File: src/rtl/srq_pkg.sv
// Constants and types shared by the status byte and service request logic
//
// Behaviour
// - A query's response message is pushed into the output queue.
// - message_waiting_flag is set while the output queue holds data.
// - Reading an output message removes it from the output queue.
// - Each error or status event arriving while not full appends to a ten-entry FIFO error queue.
// - error_waiting_flag follows a non-empty error queue; reads remove entries.
// - Service request uses an 8-bit status byte and 8-bit enable mask.
// - Summary bits B0,B2,B3,B4,B5,B7 follow their sources without latching.
// - Status byte query returns master summary in B6, changes nothing.
// - Serial poll returns request flag in B6, then resets it.
// - Serial poll leaves master summary; it drops only when summaries clear.
// - Power-up clears all status byte bits; clear command empties the error queue and request flag, not the output queue.
// - Summary bits ANDed with enable bits, ORed together into B6.
// - Mask write loads the enable mask, readable back, zero on reset.
// - Enabled summary rising 0 to 1 sets request flag and asserts SRQ.
// - After a poll the same source may raise a fresh request.
// - Event register ANDed with its enable, ORed into one summary.
package srq_pkg;

  // ------------------------------------------------------------
  // Widths and depths
  // ------------------------------------------------------------
  localparam int BYTE_W   = 8;
  localparam int OQ_W     = 8;
  localparam int OQ_DEPTH = 16;
  localparam int OQ_AW    = 4;
  localparam int EQ_W     = 16;
  localparam int EQ_DEPTH = 10;
  localparam int EQ_AW    = 4;

  // ------------------------------------------------------------
  // Status byte bit positions
  // ------------------------------------------------------------
  localparam int BIT_MEAS  = 0;
  localparam int BIT_ERR   = 2;
  localparam int BIT_QUEST = 3;
  localparam int BIT_MSG   = 4;
  localparam int BIT_STD   = 5;
  localparam int BIT_SVC   = 6;
  localparam int BIT_OPER  = 7;

  // ------------------------------------------------------------
  // Reset values and fixed codes
  // ------------------------------------------------------------
  localparam logic [BYTE_W-1:0] MASK_RST     = 8'h00;
  localparam logic [BYTE_W-1:0] SBYTE_RST    = 8'h00;
  localparam logic [BYTE_W-1:0] MASK_WR_KEEP = 8'hBF;
  localparam logic [EQ_W-1:0]   NO_ERR_CODE  = 16'h0000;

  // ------------------------------------------------------------
  // Service request state
  // ------------------------------------------------------------
  typedef enum logic {SVC_IDLE, SVC_REQUEST} svc_state_t;

endpackage : srq_pkg

File: src/rtl/queue_mem.sv
// First-in first-out message store with registered read data
`timescale 1ns/10ps
`default_nettype none
module queue_mem #(
  parameter int W     = 8,
  parameter int DEPTH = 16,
  parameter int AW    = 4
) (
  input  wire logic         clk_sys,
  input  wire logic         sys_rst,
  input  wire logic         clk_en,
  input  wire logic         flush,
  input  wire logic         push,
  input  wire logic [W-1:0] push_data,
  input  wire logic         pop,
  output logic      [W-1:0] rd_data,
  output logic              empty,
  output logic              full
);
  logic [W-1:0]  mem [DEPTH];
  logic [AW-1:0] wr_ptr_reg;
  logic [AW-1:0] rd_ptr_reg;
  logic [AW:0]   count_reg;
  logic [AW:0]   count_next;
  logic          do_push;
  logic          do_pop;
  logic [AW-1:0] wr_ptr_inc;
  logic [AW-1:0] rd_ptr_inc;

  // ------------------------------------------------------------
  // Pointer and count control
  // ------------------------------------------------------------
  assign do_push    = push && !full;
  assign do_pop     = pop && !empty;
  assign wr_ptr_inc = (wr_ptr_reg == AW'(DEPTH - 1)) ? '0 : wr_ptr_reg + 1'b1;
  assign rd_ptr_inc = (rd_ptr_reg == AW'(DEPTH - 1)) ? '0 : rd_ptr_reg + 1'b1;
  assign count_next = flush ? '0 :
                      (do_push && !do_pop) ? count_reg + 1'b1 :
                      (do_pop && !do_push) ? count_reg - 1'b1 : count_reg;

  always_ff @(posedge clk_sys) begin
    if (sys_rst) begin
      wr_ptr_reg <= '0;
      rd_ptr_reg <= '0;
      count_reg  <= '0;
      empty      <= 1'b1;
      full       <= 1'b0;
      rd_data    <= '0;
    end else if (clk_en) begin
      wr_ptr_reg <= flush ? '0 : (do_push ? wr_ptr_inc : wr_ptr_reg);
      rd_ptr_reg <= flush ? '0 : (do_pop ? rd_ptr_inc : rd_ptr_reg);
      count_reg  <= count_next;
      empty      <= (count_next == '0);
      full       <= (count_next == (AW+1)'(DEPTH));
      if (do_pop) begin
        rd_data <= mem[rd_ptr_reg];
      end
    end
  end

  // ------------------------------------------------------------
  // Storage
  // ------------------------------------------------------------
  always_ff @(posedge clk_sys) begin
    if (clk_en && do_push && !flush) begin
      mem[wr_ptr_reg] <= push_data;
    end
  end
endmodule : queue_mem
`default_nettype wire

File: src/rtl/status_byte_service_request.sv
// Output queue, error queue, status byte and service request logic
`timescale 1ns/10ps
`default_nettype none
module status_byte_service_request (
  input  wire logic                        clk_sys,
  input  wire logic                        sys_rst,
  input  wire logic                        clk_en,
  input  wire logic                        resp_push,
  input  wire logic [srq_pkg::OQ_W-1:0]    resp_data,
  input  wire logic                        talk_read,
  input  wire logic                        err_push,
  input  wire logic [srq_pkg::EQ_W-1:0]    err_code,
  input  wire logic                        err_read,
  input  wire logic [srq_pkg::BYTE_W-1:0]  meas_event,
  input  wire logic [srq_pkg::BYTE_W-1:0]  meas_enable,
  input  wire logic [srq_pkg::BYTE_W-1:0]  quest_event,
  input  wire logic [srq_pkg::BYTE_W-1:0]  quest_enable,
  input  wire logic [srq_pkg::BYTE_W-1:0]  std_event,
  input  wire logic [srq_pkg::BYTE_W-1:0]  std_enable,
  input  wire logic [srq_pkg::BYTE_W-1:0]  oper_event,
  input  wire logic [srq_pkg::BYTE_W-1:0]  oper_enable,
  input  wire logic                        clear_cmd,
  input  wire logic                        mask_write,
  input  wire logic [srq_pkg::BYTE_W-1:0]  mask_data,
  input  wire logic                        sbyte_query,
  input  wire logic                        serial_poll,
  output logic                             resp_ready,
  output logic      [srq_pkg::OQ_W-1:0]    talk_data,
  output logic                             talk_valid,
  output logic      [srq_pkg::EQ_W-1:0]    err_data,
  output logic                             err_valid,
  output logic                             err_full,
  output logic      [srq_pkg::BYTE_W-1:0]  status_summary_byte,
  output logic      [srq_pkg::BYTE_W-1:0]  service_request_mask,
  output logic      [srq_pkg::BYTE_W-1:0]  sbyte_data,
  output logic                             sbyte_valid,
  output logic      [srq_pkg::BYTE_W-1:0]  poll_data,
  output logic                             poll_valid,
  output logic                             srq_o,
  output logic                             srq_oe
);
  import srq_pkg::*;

  // ------------------------------------------------------------
  // Declarations
  // ------------------------------------------------------------
  logic              oq_empty;
  logic              oq_full;
  logic              eq_empty;
  logic              eq_full;
  logic [EQ_W-1:0]   eq_rd_data;
  logic              message_waiting_flag;
  logic              error_waiting_flag;
  logic              meas_sum;
  logic              quest_sum;
  logic              std_event_summary_flag;
  logic              oper_sum;
  logic [BYTE_W-1:0] summary_vec;
  logic [BYTE_W-1:0] enabled_vec;
  logic [BYTE_W-1:0] enabled_prev_reg;
  logic              master_summary_flag;
  logic              rise_any;
  logic              request_service_flag;
  svc_state_t        svc_state_reg;
  svc_state_t        svc_state_next;
  logic [BYTE_W-1:0] sbyte_next;
  logic [BYTE_W-1:0] poll_next;
  logic [BYTE_W-1:0] mask_next;
  logic              oq_pop;
  logic              eq_pop;
  logic              err_read_q_reg;
  logic              err_read_d_reg;
  logic [EQ_W-1:0]   err_word;

  // ------------------------------------------------------------
  // Output queue
  // ------------------------------------------------------------
  assign oq_pop = talk_read && !oq_empty;

  queue_mem #(
    .W     (OQ_W),
    .DEPTH (OQ_DEPTH),
    .AW    (OQ_AW)
  ) u_out_queue (
    .clk_sys   (clk_sys),
    .sys_rst   (sys_rst),
    .clk_en    (clk_en),
    .flush     (1'b0),
    .push      (resp_push),
    .push_data (resp_data),
    .pop       (oq_pop),
    .rd_data   (talk_data),
    .empty     (oq_empty),
    .full      (oq_full)
  );

  // ------------------------------------------------------------
  // Error queue
  // ------------------------------------------------------------
  assign eq_pop = err_read && !eq_empty;

  queue_mem #(
    .W     (EQ_W),
    .DEPTH (EQ_DEPTH),
    .AW    (EQ_AW)
  ) u_err_queue (
    .clk_sys   (clk_sys),
    .sys_rst   (sys_rst),
    .clk_en    (clk_en),
    .flush     (clear_cmd),
    .push      (err_push),
    .push_data (err_code),
    .pop       (eq_pop),
    .rd_data   (eq_rd_data),
    .empty     (eq_empty),
    .full      (eq_full)
  );

  assign err_word = err_read_q_reg ? eq_rd_data : NO_ERR_CODE;

  // ------------------------------------------------------------
  // Summary messages
  // ------------------------------------------------------------
  summary_gate #(.W(BYTE_W)) u_meas_gate (
    .event_bits  (meas_event),
    .enable_bits (meas_enable),
    .summary     (meas_sum)
  );

  summary_gate #(.W(BYTE_W)) u_quest_gate (
    .event_bits  (quest_event),
    .enable_bits (quest_enable),
    .summary     (quest_sum)
  );

  summary_gate #(.W(BYTE_W)) u_std_gate (
    .event_bits  (std_event),
    .enable_bits (std_enable),
    .summary     (std_event_summary_flag)
  );

  summary_gate #(.W(BYTE_W)) u_oper_gate (
    .event_bits  (oper_event),
    .enable_bits (oper_enable),
    .summary     (oper_sum)
  );

  assign message_waiting_flag = !oq_empty;
  assign error_waiting_flag   = !eq_empty;

  // Live summary levels, bit 6 and bit 1 always zero
  assign summary_vec = {oper_sum, 1'b0, std_event_summary_flag,
                        message_waiting_flag, quest_sum,
                        error_waiting_flag, 1'b0, meas_sum};

  // ------------------------------------------------------------
  // Master summary and service request
  // ------------------------------------------------------------
  assign enabled_vec         = summary_vec & service_request_mask;
  assign master_summary_flag = |enabled_vec;
  assign rise_any            = |(enabled_vec & ~enabled_prev_reg);
  assign request_service_flag = (svc_state_reg == SVC_REQUEST);

  always_comb begin
    svc_state_next = svc_state_reg;
    case (svc_state_reg)
      SVC_IDLE: begin
        if (rise_any) begin
          svc_state_next = SVC_REQUEST;
        end
      end
      SVC_REQUEST: begin
        if ((serial_poll || clear_cmd) && !rise_any) begin
          svc_state_next = SVC_IDLE;
        end
      end
      default: begin
        svc_state_next = SVC_IDLE;
      end
    endcase
  end

  // ------------------------------------------------------------
  // Read-back values and mask update
  // ------------------------------------------------------------
  assign sbyte_next = {summary_vec[BYTE_W-1], master_summary_flag,
                       summary_vec[BIT_SVC-1:0]};
  assign poll_next  = {status_summary_byte[BYTE_W-1],
                       request_service_flag,
                       status_summary_byte[BIT_SVC-1:0]};
  assign mask_next  = mask_write ? (mask_data & MASK_WR_KEEP)
                                 : service_request_mask;

  // ------------------------------------------------------------
  // Registers
  // ------------------------------------------------------------
  always_ff @(posedge clk_sys) begin
    if (sys_rst) begin
      svc_state_reg        <= SVC_IDLE;
      enabled_prev_reg     <= '0;
      service_request_mask <= MASK_RST;
      status_summary_byte  <= SBYTE_RST;
      srq_oe               <= 1'b0;
    end else if (clk_en) begin
      svc_state_reg        <= svc_state_next;
      enabled_prev_reg     <= enabled_vec;
      service_request_mask <= mask_next;
      status_summary_byte  <= sbyte_next;
      srq_oe               <= (svc_state_next == SVC_REQUEST);
    end
  end

  always_ff @(posedge clk_sys) begin
    if (sys_rst) begin
      sbyte_data     <= SBYTE_RST;
      sbyte_valid    <= 1'b0;
      poll_data      <= SBYTE_RST;
      poll_valid     <= 1'b0;
      talk_valid     <= 1'b0;
      err_valid      <= 1'b0;
      err_data       <= NO_ERR_CODE;
      err_read_q_reg <= 1'b0;
      err_read_d_reg <= 1'b0;
      resp_ready     <= 1'b0;
      err_full       <= 1'b0;
      srq_o          <= 1'b0;
    end else if (clk_en) begin
      sbyte_data     <= sbyte_query ? sbyte_next : sbyte_data;
      sbyte_valid    <= sbyte_query;
      poll_data      <= serial_poll ? poll_next : poll_data;
      poll_valid     <= serial_poll;
      talk_valid     <= oq_pop;
      err_read_d_reg <= err_read;
      err_valid      <= err_read_d_reg;
      err_data       <= err_read_d_reg ? err_word : err_data;
      err_read_q_reg <= eq_pop;
      resp_ready     <= !oq_full;
      err_full       <= eq_full;
      srq_o          <= 1'b0;
    end
  end
endmodule : status_byte_service_request
`default_nettype wire

File: src/rtl/summary_gate.sv
// Event register masked by its enable register into one summary level
`timescale 1ns/10ps
`default_nettype none
module summary_gate #(
  parameter int W = 8
) (
  input  wire logic [W-1:0] event_bits,
  input  wire logic [W-1:0] enable_bits,
  output logic              summary
);
  logic [W-1:0] masked;

  // ------------------------------------------------------------
  // Per-bit AND, then OR
  // ------------------------------------------------------------
  for (genvar i = 0; i < W; i++) begin : g_and
    assign masked[i] = event_bits[i] & enable_bits[i];
  end
  assign summary = |masked;
endmodule : summary_gate
`default_nettype wire

File: config.mk
export PLATFORM = sky130hd
export DESIGN_NAME = status_byte_service_request
export DESIGN_NICKNAME = d
export VERILOG_FILES = /design/src/rtl/srq_pkg.sv /design/src/rtl/queue_mem.sv /design/src/rtl/status_byte_service_request.sv /design/src/rtl/summary_gate.sv
export SDC_FILE = /design/constraint.sdc
export NUM_CORES = 1
export LEC_CHECK = 0
export ABC_AREA = 0
export BUFFER_PORTS_ARGS = -buffer_cell sky130_fd_sc_hd__buf_2
export CORE_MARGIN = 3
export CORE_UTILIZATION = 35
export CTS_CLUSTER_SIZE = 12
export DETAILED_ROUTE_END_ITERATION = 10
export GPL_ROUTABILITY_DRIVEN = 0
export PLACE_DENSITY_LB_ADDON = 0.12
export SLEW_MARGIN = 10
export SYNTH_ARGS = -nofsm -noshare
export SYNTH_HDL_FRONTEND = slang
export SYNTH_SLANG_ARGS = --single-unit
File: constraint.sdc
create_clock -name clk_sys -period 3.1 [get_ports clk_sys]
set_clock_uncertainty 0.15 [all_clocks]
set_input_delay 0.31 -clock clk_sys [delete_from_list [all_inputs] [get_ports clk_sys]]
set_output_delay 0.31 -clock clk_sys [all_outputs]
set_load 0.005 [all_outputs]
Word-level counts from Yosys, hierarchy flattened
Memory sizes are Yosys's and may differ from the RTL's. A register that Yosys moved wholly into a read port is not among the register bits.
Cells that the tools add are included.
{ "classes": {"addsub": 8, "eq_ne": 6, "n_mux": 21, "bitwise": 36, "reduce_logical": 44} }
{ "op_table": {"columns": ["operator", "count"], "rows": [
  ["8-bit OR reduction", 6],
  ["1-bit bitwise AND", 32],
  ["4-bit two-way mux", 8],
  ["5-bit two-way mux", 5],
  ["2-bit AND reduction", 9],
  ["4-bit by 1-bit adder with 4-bit output (second input constant)", 4],
  ["8-bit bitwise AND", 2],
  ["4-bit equality test (second input constant)", 4],
  ["16-bit two-way mux", 1],
  ["1-bit logical AND", 14],
  ["5-bit by 1-bit adder with 5-bit output (second input constant)", 2],
  ["1-bit logical NOT", 10],
  ["5-bit logical NOT", 2],
  ["5-bit by 1-bit subtractor with 5-bit output (second input constant)", 2],
  ["8-bit NOT", 1],
  ["1-bit two-way mux", 6],
  ["5-bit by 4-bit equality test with 1-bit output (second input constant)", 1],
  ["5-bit equality test (second input constant)", 1],
  ["2-bit nonzero test", 2],
  ["1-bit one-hot mux with 2 select lines", 1],
  ["1-bit logical OR", 1],
  ["1-bit NOT", 1]
]} }
{ "word_totals": {"regBits": 91, "ram_bits": 288, "memories": 2} }
{ "memory_table": {"columns": ["name", "words", "width", "rd", "rd_ports_with_merged_regs", "wr", "line_no", "text"], "rows": [
  ["u_err_queue.mem", 10, 16, 1, 1, 1, "queue_mem.sv:20", "logic [W-1:0] mem [DEPTH];"],
  ["u_out_queue.mem", 16, 8, 1, 1, 1, "queue_mem.sv:20", null]
]} }

Logic depth before layout (Yosys ltp)
Gate-level depths: netlist of the first run.
{ "logic_depth": {"depth_word": 9, "ltp_mapped": 8, "depth_no_buf": 7} }

Modules after synthesis
A second synthesis of the first run with hierarchy kept.
{ "hier_totals": {"cells_unflattened": 1124, "area_unflattened_um2": 16326.9} }
{ "modules_own_cells": {"columns": ["mod", "instances", "cells_each", "area_per_inst_um2", "seq_area_each_um2"], "rows": [
  ["queue_mem (u_err_queue)", 1, 465, 7698.6, 5425.2],
  ["queue_mem (u_out_queue)", 1, 374, 6178.4, 4304.1],
  ["status_byte_service_request", 1, 265, 2304.7, 1181.1],
  ["summary_gate", 4, 5, 36.3, 0.0]
]} }

Least setup slack after synthesis of the first run
Ideal clock, no wire load.
{ "synth_path": {"path_type": "input to register", "from": "input clear_cmd", "to": "memory u_err_queue.mem[4][0] in the netlist's numbering (enable)", "setup_time_ns": 0.409, "t_arrival_ns": 2.395, "required_time_ns": 2.541, "setup_slack_ns": 0.146, "stages": 5, "n_path_buf": 1, "cell_sequence": "clkbuf_1 -> nand2b_1 -> nand2b_1 -> or3_1 -> nor3_1"} }
{ "synth_via": {"elab_chain_len": 4} }
{ "synth_lines": {"columns": ["element", "line_no", "text"], "rows": [
  ["from (decl)", "status_byte_service_request.sv:22", "input wire logic clear_cmd,"],
  ["1-bit logical NOT", "queue_mem.sv:65", "if (clk_en && do_push && !flush) begin"],
  ["1-bit logical AND", "queue_mem.sv:65", null],
  ["1-bit two-way mux", "queue_mem.sv:65", null],
  ["1-bit two-way mux (implied by the code)", "queue_mem.sv:66", "mem[wr_ptr_reg] <= push_data;"],
  ["to (decl)", "queue_mem.sv:20", null]
]} }
Every way passes these cells.

==> results of run 1 <==
area by class of cell:
class	instances	area (um^2)	area share, %
diodes	1	2.502	0.01278
clock inverters	13	117.6	0.6007
repair buffers	255	1654	8.448
clock buffers	70	1292	6.601
well taps	592	740.7	3.783
multi-input cells	628	4800	24.51
flip-flops and latches	401	10920	55.75
inverters	15	56.30	0.2876
power groups by stage:
stage               registers [uW]  clock network (uW)  logic [uW]
floorplan                     5950                   0         320
global placement              5970                   0         543
detailed placement            5970                   0         549
CTS                           5860                5250         589
global route                  5860                5470         648
finish                        5860                5070         579
cell families (layout without fill, tap and decap cells):
group | after synthesis | in the layout | synth area share [%]
buf+inv | 89 | 353 | 2.672
flops | 401 | 401 | 67.73
other cells | 1 | 6 | 0.02328
xor+xnor | 12 | 12 | 0.7379
simple gates | 296 | 296 | 8.855
mux | 87 | 87 | 10.39
fa+ha+maj | 11 | 11 | 0.8544
compound gates | 217 | 217 | 8.731
worst paths after layout:
check	start	cells past startpoint	slack [ns]	end
worst min-delay path	sbyte_query	4	0.02	sbyte_data[7]$_SDFFE_PP0P_
worst max register to register	u_err_queue.rd_ptr_reg[0]$_SDFFE_PP0P_	6	0.82	u_err_queue.rd_data[9]$_SDFFE_PP0P_
worst max-delay path	u_err_queue.rd_ptr_reg[0]$_SDFFE_PP0P_	6	0.82	u_err_queue.rd_data[9]$_SDFFE_PP0P_
worst min register to register	err_data[4]$_SDFFE_PP0P_	2	0.30	err_data[4]$_SDFFE_PP0P_
timing repair:
item / CTS / global route
endpoints found under the setup margin: 0 / 0
hold buffers: 39 / 0
gates resized for setup: 0 / 0
endpoints found under the hold margin: 288 / 0
Yosys cell counts, drive strengths merged, types with 4 or more instances:
cell type / number / area [um^2]
nor2: 90 / 337.8
inv: 14 / 52.55
a22oi: 35 / 262.8
o21ai: 22 / 110.1
xnor2: 5 / 43.79
and4: 4 / 35.03
nor2b: 8 / 50.05
mux2i: 21 / 210.2
a211oi: 25 / 232.7
a22o: 18 / 157.7
edfxtp: 288 / 8648
nand3: 44 / 220.2
nand2b: 12 / 82.58
ha: 11 / 137.6
dfxtp: 113 / 2262
clkbuf: 41 / 155.1
mux4: 64 / 1441
or3: 6 / 37.54
buf: 33 / 219.0
and2: 20 / 125.1
nand2: 59 / 221.5
nand4: 4 / 25.02
o31ai: 4 / 30.03
xor2: 6 / 52.55
a21oi: 100 / 500.5
nor3: 29 / 145.1
per-stage QoR:
step / utilization, % / instance area [um^2] / hold slack (ns) / setup WS [ns] / total power [uW]
floorplan: - / 16120 / 0.2589 / 0.1460 / 6273
detailed placement: 39.68 / 17780 / 0.2943 / 0.6525 / 6521
finish: 43.70 / 19580 / 0.02464 / 0.8195 / 11510
CTS: 43.70 / 19580 / 0.001502 / 0.7575 / 11700
global route: 43.70 / 19580 / 0.01371 / 0.6772 / 11980
global placement: 39.68 / 17780 / 0.2925 / 0.6694 / 6513
worst max-delay path, stage by stage (launching register included):
cell and delay, ns:
sky130_fd_sc_hd__dfxtp_4 0.54, sky130_fd_sc_hd__buf_12 0.27, sky130_fd_sc_hd__mux4_2 0.52, sky130_fd_sc_hd__and2_1 0.18, sky130_fd_sc_hd__a211oi_1 0.24, sky130_fd_sc_hd__a21oi_1 0.07
sky130_fd_sc_hd__a22o_1 0.21
metal layers:
layer	share of wire (%)	global-route usage (%)	vias up
met1	44	21.23	4952
met2	49	26.26	214
met4	2.1	4.862	2
li1	-	-	4735
met3	4.7	2.719	61
met5	0.028	0	-
==> qor.csv, run 1 <==
metric,value,unit
maximum achievable frequency,438.5,MHz
count of pins over their slew limit,0,
die height,220.5,um
"commonest cells after routing, fill and taps aside","sky130_fd_sc_hd__edfxtp_1, sky130_fd_sc_hd__buf_2, sky130_fd_sc_hd__dfxtp_1",
CP Data Arrival Time,2.60,ns
worst skew pair latency,0.57,ns
vias in the first global route,9921,
worst-case clock buffer depth,3,
proportion of power drawn by flip-flops and latches,50.9,%
average cell area after synthesis,14.46,um^2
total number of H-tree levels,2,
share of total power consumed by net switching,21.51,%
type of the most critical hold path,primary input to register,
Relative slew margins,45.18,%
Int Power,9031,uW
number of buffer cells added on primary ports,164,
most used flip-flop cell after synthesis,sky130_fd_sc_hd__edfxtp_1,
Clk Tree Root Cell,sky130_fd_sc_hd__clkbuf_16,
leading registers by flop count,"u_err_queue.mem (160), u_out_queue.mem (128)",
overall die width,220.5,um
antenna-violating nets left,0,
standard-cell rows,77,
type of element launching the critical path,register,
Switching Power,2475,uW
mean routed wirelength per cell,19.68,um
number of enable-type register cells in the synthesized netlist,288,
most frequent standard cell in the layout excluding fill and tap cells,sky130_fd_sc_hd__edfxtp_1,
synth unique cells,58,
number of cells produced by synthesis,1114,
first-pass GRT wire length,58.62,mm
final std cells w/o fill,1975,
clock network fraction of design power,44.1,%
#FFs+latches synth,401,
setup repair after global routing missed its margin,no,
clock sink total,401,
largest net degree at the start of global routing,40,
layout-stage area growth over the synthesis result,21.55,%
All-Layer GR Usage,15.76,%
Initial Util,35.96,%
initial antenna violation count,2,
final hold violations,0,
"wirelength, routed",38.87,mm
ratio of total power to cell area,587.7,mW/mm^2
final critical path time including I/O delays and setup,2.280,ns
via count,9964,
"Warnings, synthesis",0,
fraction of layout instances using a drive strength above 1,26.41,%
clock tree from TritonCTS,done,
outcome,"finished, final reports clean",
kind of critical path,register to register,
worst vdd rail ir drop,0.3591,mV
worst-margin pin slew,0.8212,ns
Finish-stage setup viols,0,
Worst EP required,3.42,ns
register with the most flip-flops,u_err_queue.mem,
CORE AREA,0.04480,mm^2
number of cells in the design after placement,1852,
Max-cap violations,0,
Die Footprint,0.04863,mm^2
count of TritonRoute iterations in the first routing pass,7,
maximum fanout count along the critical path,23,
clock-pin slew reported for the worst setup and hold paths after clock tree synthesis,0.06,ns
fillcell total,4122,
nature of the critical path endpoint,register,
post-route clock period utilization,73.56,%
Post-Synthesis Cell Area,0.01611,mm^2
grt total ovfl,0,
total leakage power,0.006741,uW
Largest register FFs,160,
final net count,1464,
number of remaining DRC errors,0,
DRC violation total after the first TritonRoute iteration,556,
share of power burned in combinational logic,5.0,%
"Seq/Total Area, Yosys",67.73,%
Post-CTS Setup Inserts,0,
number of buffers added by the clock tree synthesis step,45,
sum of negative setup slack,0,ns
Top Ports,171,
proportion of synthesized flip-flops having asynchronous set or reset,0,%
Via density,5.045,
detailed placer's ending HPWL,24.39,mm
(Power assumes the default switching activity.)
==> run 2, diff against run 1 <==
--- a/config.mk
+++ b/config.mk
@@ -5,7 +5,7 @@
 export SDC_FILE = /design/constraint.sdc
 export NUM_CORES = 1
 export LEC_CHECK = 0
-export ABC_AREA = 0
+export ABC_AREA = 1
 export BUFFER_PORTS_ARGS = -buffer_cell sky130_fd_sc_hd__buf_2
 export CORE_MARGIN = 3
 export CORE_UTILIZATION = 35
==> constraint.sdc (replaced) <==
create_clock -name clk_sys -period 2.3 [get_ports clk_sys]
set_clock_uncertainty 0.15 [all_clocks]
set_input_delay 0.23 -clock clk_sys [delete_from_list [all_inputs] [get_ports clk_sys]]
set_output_delay 0.23 -clock clk_sys [all_outputs]
set_load 0.005 [all_outputs]
==> run 2 against run 1 <==
Against the previous run: the flow now finishes with violations (hold timing); global-route usage increased by 1.0 points; via count increased by 18%; area after synthesis increased by 1.0%; critical path depth increased by 4; wire length increased by 7.8%; final area increased by 2.2%; combinational power increased by 65%; sequential share of layout area decreased by 1.2 points; synthesized cell count increased by 38%; utilization increased by 0.10 points; sequential cell count unchanged; worst hold slack got worse by 0.043 ns; critical endpoint is now status_summary_byte[0]$_SDFFE_PP0P_.
==> qor.csv, run 2 <==
metric,value,unit
type of the most critical hold path,primary input to register,
Finish-stage setup viols,0,
layout-stage area growth over the synthesis result,22.96,%
final net count,1892,
#FFs+latches synth,401,
count of pins over their slew limit,0,
most used flip-flop cell after synthesis,sky130_fd_sc_hd__edfxtp_1,
Reg2Reg Launch Point,u_err_queue.full$_SDFFE_PP0P_,
launching element of the worst setup path,meas_event[0],
Post-CTS Setup Inserts,0,
mean routed wirelength per cell,17.37,um
Initial Util,35.62,%
largest net degree at the start of global routing,53,
count of TritonRoute iterations in the first routing pass,5,
number of buffers added by the clock tree synthesis step,45,
fraction of layout instances using a drive strength above 1,18.33,%
antenna-violating nets left,0,
total number of H-tree levels,2,
Via density,4.868,
worst-case clock buffer depth,3,
average cell area after synthesis,10.60,um^2
CP cell instances,dlygate4sd3_1 -> buf_2 -> nand2_1 -> dlygate4sd3_1 -> nand2_1 -> nor2_1 -> nand2_1 -> dlygate4sd3_1 -> o21ai_0 -> inv_1,
detailed placer's ending HPWL,26.00,mm
failing checks,hold timing,
register with the most flip-flops,u_err_queue.mem,
Largest register FFs,160,
DRC violation total after the first TritonRoute iteration,703,
final hold violations,2,
total leakage power,0.007462,uW
proportion of synthesized flip-flops having asynchronous set or reset,0,%
most frequent standard cell in the layout excluding fill and tap cells,sky130_fd_sc_hd__edfxtp_1,
final critical path time including I/O delays and setup,2.200,ns
vias in the first global route,11343,
synth unique cells,42,
maximum fanout count along the critical path,3,
startpoint of the lowest-slack hold path,clk_en,
ratio of total power to cell area,776.5,mW/mm^2
"commonest cells after routing, fill and taps aside","sky130_fd_sc_hd__edfxtp_1, sky130_fd_sc_hd__nor2_1, sky130_fd_sc_hd__o21ai_0",
clock tree from TritonCTS,done,
"Warnings, synthesis",0,
overall die width,221.6,um
Final Core Density,43.80,%
maximum cell stage delay along the critical path,0.60,ns
hold slack,-0.01788,ns
"top cells by count, synth","sky130_fd_sc_hd__edfxtp_1, sky130_fd_sc_hd__nor2_1, sky130_fd_sc_hd__o21ai_0",
outcome,"finished, violations left",
standard-cell rows,78,
number of enable-type register cells in the synthesized netlist,288,
library cell occupying the most area in the post-synthesis netlist,sky130_fd_sc_hd__edfxtp_1,
type of element launching the critical path,primary input,
most repeated cell in the gate-level netlist after synthesis,sky130_fd_sc_hd__edfxtp_1,
setup slack after placement,0.3019,ns
fillcell total,4334,
die height,221.6,um
sum of negative setup slack,0,ns
worst-margin pin slew,0.6738,ns
number of buffer cells added on primary ports,164,
"wirelength, routed",41.89,mm
first-pass GRT wire length,65.05,mm
CORE AREA,0.04567,mm^2
initial antenna violation count,2,
slowest cell on the critical path,sky130_fd_sc_hd__dlygate4sd3_1,
maximum achievable frequency,454.6,MHz
kind of critical path,primary input to register,
number of remaining DRC errors,0,
post-route clock period utilization,95.64,%
setup repair after global routing missed its margin,no,
Clk Tree Root Cell,sky130_fd_sc_hd__clkbuf_16,
via count,11742,
leading registers by flop count,"u_err_queue.mem (160), u_out_queue.mem (128)",
clock-pin slew reported for the worst setup and hold paths after clock tree synthesis,0.06,ns
top cell type's share of synthesized area,53.15,%
CP Data Arrival Time,2.52,ns
worst vdd rail ir drop,0.5822,mV
"Seq/Total Area, Yosys",67.06,%
Top Ports,171,
Max-cap violations,0,
nature of the critical path endpoint,register,
Post-Synthesis Cell Area,0.01627,mm^2
number of cells produced by synthesis,1535,
All-Layer GR Usage,16.77,%
Die Footprint,0.04911,mm^2
worst skew pair latency,0.57,ns
Worst EP required,2.62,ns
setup ws final,0.1002,ns
Relative slew margins,55.02,%
most area-consuming cells after synthesis,"sky130_fd_sc_hd__edfxtp_1, sky130_fd_sc_hd__dfxtp_1, sky130_fd_sc_hd__o21ai_0",
grt total ovfl,0,
clock sink total,401,
## run 2: changes by cell type after synthesis, moves of 23 or more
cell	previous run	this run
sky130_fd_sc_hd__buf_2	12	35
sky130_fd_sc_hd__o211ai_1	2	44
sky130_fd_sc_hd__nor2_1	90	273
sky130_fd_sc_hd__inv_1	12	60
sky130_fd_sc_hd__mux4_2	64	0
sky130_fd_sc_hd__a21oi_1	100	72
sky130_fd_sc_hd__a22oi_1	35	0
sky130_fd_sc_hd__o21ai_0	21	210
sky130_fd_sc_hd__nand2_1	59	192
## run 2: routing by layer
metal | GRT usage [%] | share of wire, %
met5 | 0 | 0.033
met4 | 4.871 | 2.3
met3 | 3.297 | 4.3
met2 | 26.01 | 45
met1 | 23.99 | 48
## run 2: power breakdown
group          switching (uW)  internal, uW
clock                    2860          3780
sequential               83.6          7850
combinational             579           379
## run 2: path summary, 6_finish.rpt
path                                    endpoint  slack [ns]  cells past startpoint
min reg2reg               err_valid$_SDFFE_PP0P_        0.31                      2
max          status_summary_byte[0]$_SDFFE_PP0P_        0.10                     10
max reg2reg     u_err_queue.mem[3][14]$_DFFE_PP_        0.26                      6
min          status_summary_byte[4]$_SDFFE_PP0P_       -0.02                      3
## run 2: through the flow
step                      power (uW)  hold WS (ns)  instance area [um^2]  std cells
after global routing           16200      0.002866                 20010       2412
final                          15540      -0.01788                 20010       2412
after global placement          8973        0.3049                 18140       2277
after floorplan                 8567        0.1789                 16310       1539
after CTS                      15760       0.01412                 19990       2410
after detailed placement        8988        0.3044                 18140       2277
## run 2: what timing repair did
| action | in CTS | in global routing |
|---|---|---|
| hold buffers | 49 | 1 |
| gates resized for setup | 0 | 2 |
| endpoints found under the setup margin | 0 | 2 |
| hold endpoints to repair | 315 | 2 |
## run 2: logic make-up after synthesis
kind of cell             share of synthesized area, %
AND/OR/NAND/NOR                                 14.29
AO/OA/AOI/OAI                                   13.31
other                                         0.02305
XOR/XNOR                                       0.2154
adder cells (fa/ha/maj)                        0.8459
multiplexers                                  0.06152
flip-flops                                      67.06
buffers and inverters                           4.199
## run 2: layout make-up
type | count | area [um^2] | area share (%)
tap | 600 | 750.7 | 3.752
clock inverter | 18 | 113.9 | 0.5691
sequential | 401 | 10910 | 54.55
inverter | 76 | 285.3 | 1.426
clock buffer | 66 | 1246 | 6.229
antenna | 1 | 2.502 | 0.01251
timing repair buffer | 274 | 1963 | 9.812
multi-input combinational | 976 | 4732 | 23.65
## run 2: critical path, delay by kind of cell
family	cells	cell delay, ns
compound gates	1	0.15
simple gates	4	0.29
buf+inv	5	1.86
==> run 3, diff against run 2 <==
--- a/config.mk
+++ b/config.mk
@@ -7,6 +7,7 @@
 export LEC_CHECK = 0
 export ABC_AREA = 1
 export BUFFER_PORTS_ARGS = -buffer_cell sky130_fd_sc_hd__buf_2
+export CORE_ASPECT_RATIO = 1.75
 export CORE_MARGIN = 3
 export CORE_UTILIZATION = 35
 export CTS_CLUSTER_SIZE = 12
==> run 3 against run 2 <==
Against the previous run: the flow now finishes without violations; critical endpoint is now status_summary_byte[3]$_SDFFE_PP0P_; die area grew 0.21%; clock power decreased by 3.6%; first-iteration DRC count is 11% lower; critical path type unchanged; total power shrank 1.5%; setup slack better by 0.0058 ns; worst hold slack improved by 0.043 ns; final cell count down 1.4%.
==> qor.csv, run 3 (same netlist as run 2, synthesis figures left out) <==
metric,value,unit
total leakage power,0.007394,uW
final net count,1886,
maximum achievable frequency,455.8,MHz
total length of routed met2 wires,25.17,mm
fraction of layout instances using a drive strength above 1,17.99,%
routed length on met3,1.360,mm
DRC violation total after the first TritonRoute iteration,629,
standard-cell rows,103,
mean routed wirelength per cell,18.83,um
detailed placer's ending HPWL,29.12,mm
number of buffers added by the clock tree synthesis step,41,
Clk Tree Root Cell,sky130_fd_sc_hd__clkbuf_16,
antenna cells,0,
ratio of total power to cell area,770.8,mW/mm^2
worst-margin pin slew,0.8710,ns
total number of H-tree levels,2,
Post-CTS Setup Inserts,0,
final critical path time including I/O delays and setup,2.194,ns
initial antenna violation count,0,
vias in the first global route,11941,
worst-case clock buffer depth,3,
Via density,4.977,
kind of critical path,primary input to register,
Finish-stage setup viols,0,
antenna-violating nets left,0,
hold slack,0.02561,ns
Final Core Density,43.62,%
Die Footprint,0.04921,mm^2
Worst EP required,2.59,ns
via count,11835,
area taken by flip-flops and latches,0.01091,mm^2
final design instance area without fill,0.01985,mm^2
final hold violations,0,
worst vdd rail ir drop,0.5855,mV
outcome,"finished, final reports clean",
clock tree from TritonCTS,done,
number of remaining DRC errors,0,
grt total ovfl,0,
type of element launching the critical path,primary input,
count of TritonRoute iterations in the first routing pass,5,
CP Data Arrival Time,2.49,ns
Top Ports,171,
number of buffer cells added on primary ports,164,
post-route clock period utilization,95.39,%
clock-pin slew reported for the worst setup and hold paths after clock tree synthesis,0.06,ns
largest net degree at the start of global routing,53,
fillcell total,4310,
leading registers by flop count,"u_err_queue.mem (160), u_out_queue.mem (128)",
setup repair after global routing missed its margin,no,
instance area after placement,0.01808,mm^2
first-pass GRT wire length,68.60,mm
Initial Util,35.77,%
clock sink total,401,
highest layer used for signal routing,met4,
most frequent standard cell in the layout excluding fill and tap cells,sky130_fd_sc_hd__edfxtp_1,
Largest register FFs,160,
count of pins over their slew limit,0,
sum of negative setup slack,0,ns
Relative slew margins,41.85,%
CORE AREA,0.04549,mm^2
"commonest cells after routing, fill and taps aside","sky130_fd_sc_hd__edfxtp_1, sky130_fd_sc_hd__nor2_1, sky130_fd_sc_hd__o21ai_0",
Max-cap violations,0,
die height,291.2,um
All-Layer GR Usage,18.03,%
maximum fanout count along the critical path,3,
Pwr Total,15300,uW
type of the most critical hold path,primary input to register,
overall die width,169.0,um
Routed met1 length,16.82,mm
worst skew pair latency,0.55,ns
"wirelength, routed",44.77,mm
layout-stage area growth over the synthesis result,21.97,%
Multi-input gate area,0.004742,mm^2
nature of the critical path endpoint,register,
register with the most flip-flops,u_err_queue.mem,
==> run 3: cell count changes in the layout (fill, tap and decap cells not counted), sizes merged, moves of 2 or more <==
cell      change
inv           -2
clkinv       -10
clkinvlp      -2
clkbuf        +5
==> run 3: power breakdown <==
part           internal [uW]  total, uW  switching, uW  leakage (uW)
clock                   3710       6400           2680      0.000618
sequential              7850       7930           77.4       0.00352
combinational            372        970            598       0.00326
total                  11900      15300           3360       0.00739
==> run 3: path summary, 6_finish.rpt <==
check / cells past startpoint / slack, ns / from / endpoint
worst min register to register: 2 / 0.31 / poll_valid$_SDFFE_PP0P_ / poll_valid$_SDFFE_PP0P_
worst max register to register: 6 / 0.38 / u_err_queue.full$_SDFFE_PP0P_ / u_err_queue.mem[0][13]$_DFFE_PP_
worst max-delay path: 10 / 0.11 / quest_enable[0] / status_summary_byte[3]$_SDFFE_PP0P_
worst min-delay path: 4 / 0.03 / clear_cmd / request_service_flag$_SDFFE_PP0P_
==> run 3: metrics by stage <==
step                      instances  setup WS [ns]
final                          2378         0.1060
after CTS                      2378         0.1316
after global placement         2253         0.3823
after detailed placement       2253         0.3723
after floorplan                1539        -0.1735
after global routing           2378        0.01306
==> run 3: timing repair <==
item                       in CTS  in global routing
hold buffers                   49                  0
resized for setup               0                  1
hold endpoints to repair      316                  0
setup endpoints to repair       0                  1
==> run 3: routing by layer <==
| metal | up-vias | global-route usage (%) |
|---|---|---|
| met5 | - | 0 |
| met4 | 0 | 6.240 |
| met3 | 77 | 2.323 |
| met2 | 198 | 35.20 |
| met1 | 5709 | 19.62 |
| li1 | 5851 | - |
==> run 3: area by class of cell <==
| class | instances | share of cell area (%) |
|---|---|---|
| flip-flops and latches | 401 | 54.99 |
| multi-input cells | 976 | 23.90 |
| repair buffers | 272 | 9.596 |
| clock buffers | 71 | 6.153 |
| well taps | 577 | 3.638 |
| inverters | 76 | 1.437 |
| clock inverters | 5 | 0.2900 |
==> run 3: worst max-delay path: stages <==
cell                            delay (ns)
sky130_fd_sc_hd__dlygate4sd3_1        0.53
sky130_fd_sc_hd__buf_2                0.12
sky130_fd_sc_hd__nand2_1              0.05
sky130_fd_sc_hd__dlygate4sd3_1        0.55
sky130_fd_sc_hd__nand2_1              0.05
sky130_fd_sc_hd__nor2_1               0.08
sky130_fd_sc_hd__nand2_1              0.12
sky130_fd_sc_hd__dlygate4sd3_1        0.61
sky130_fd_sc_hd__o21ai_1              0.12
sky130_fd_sc_hd__inv_1                0.04
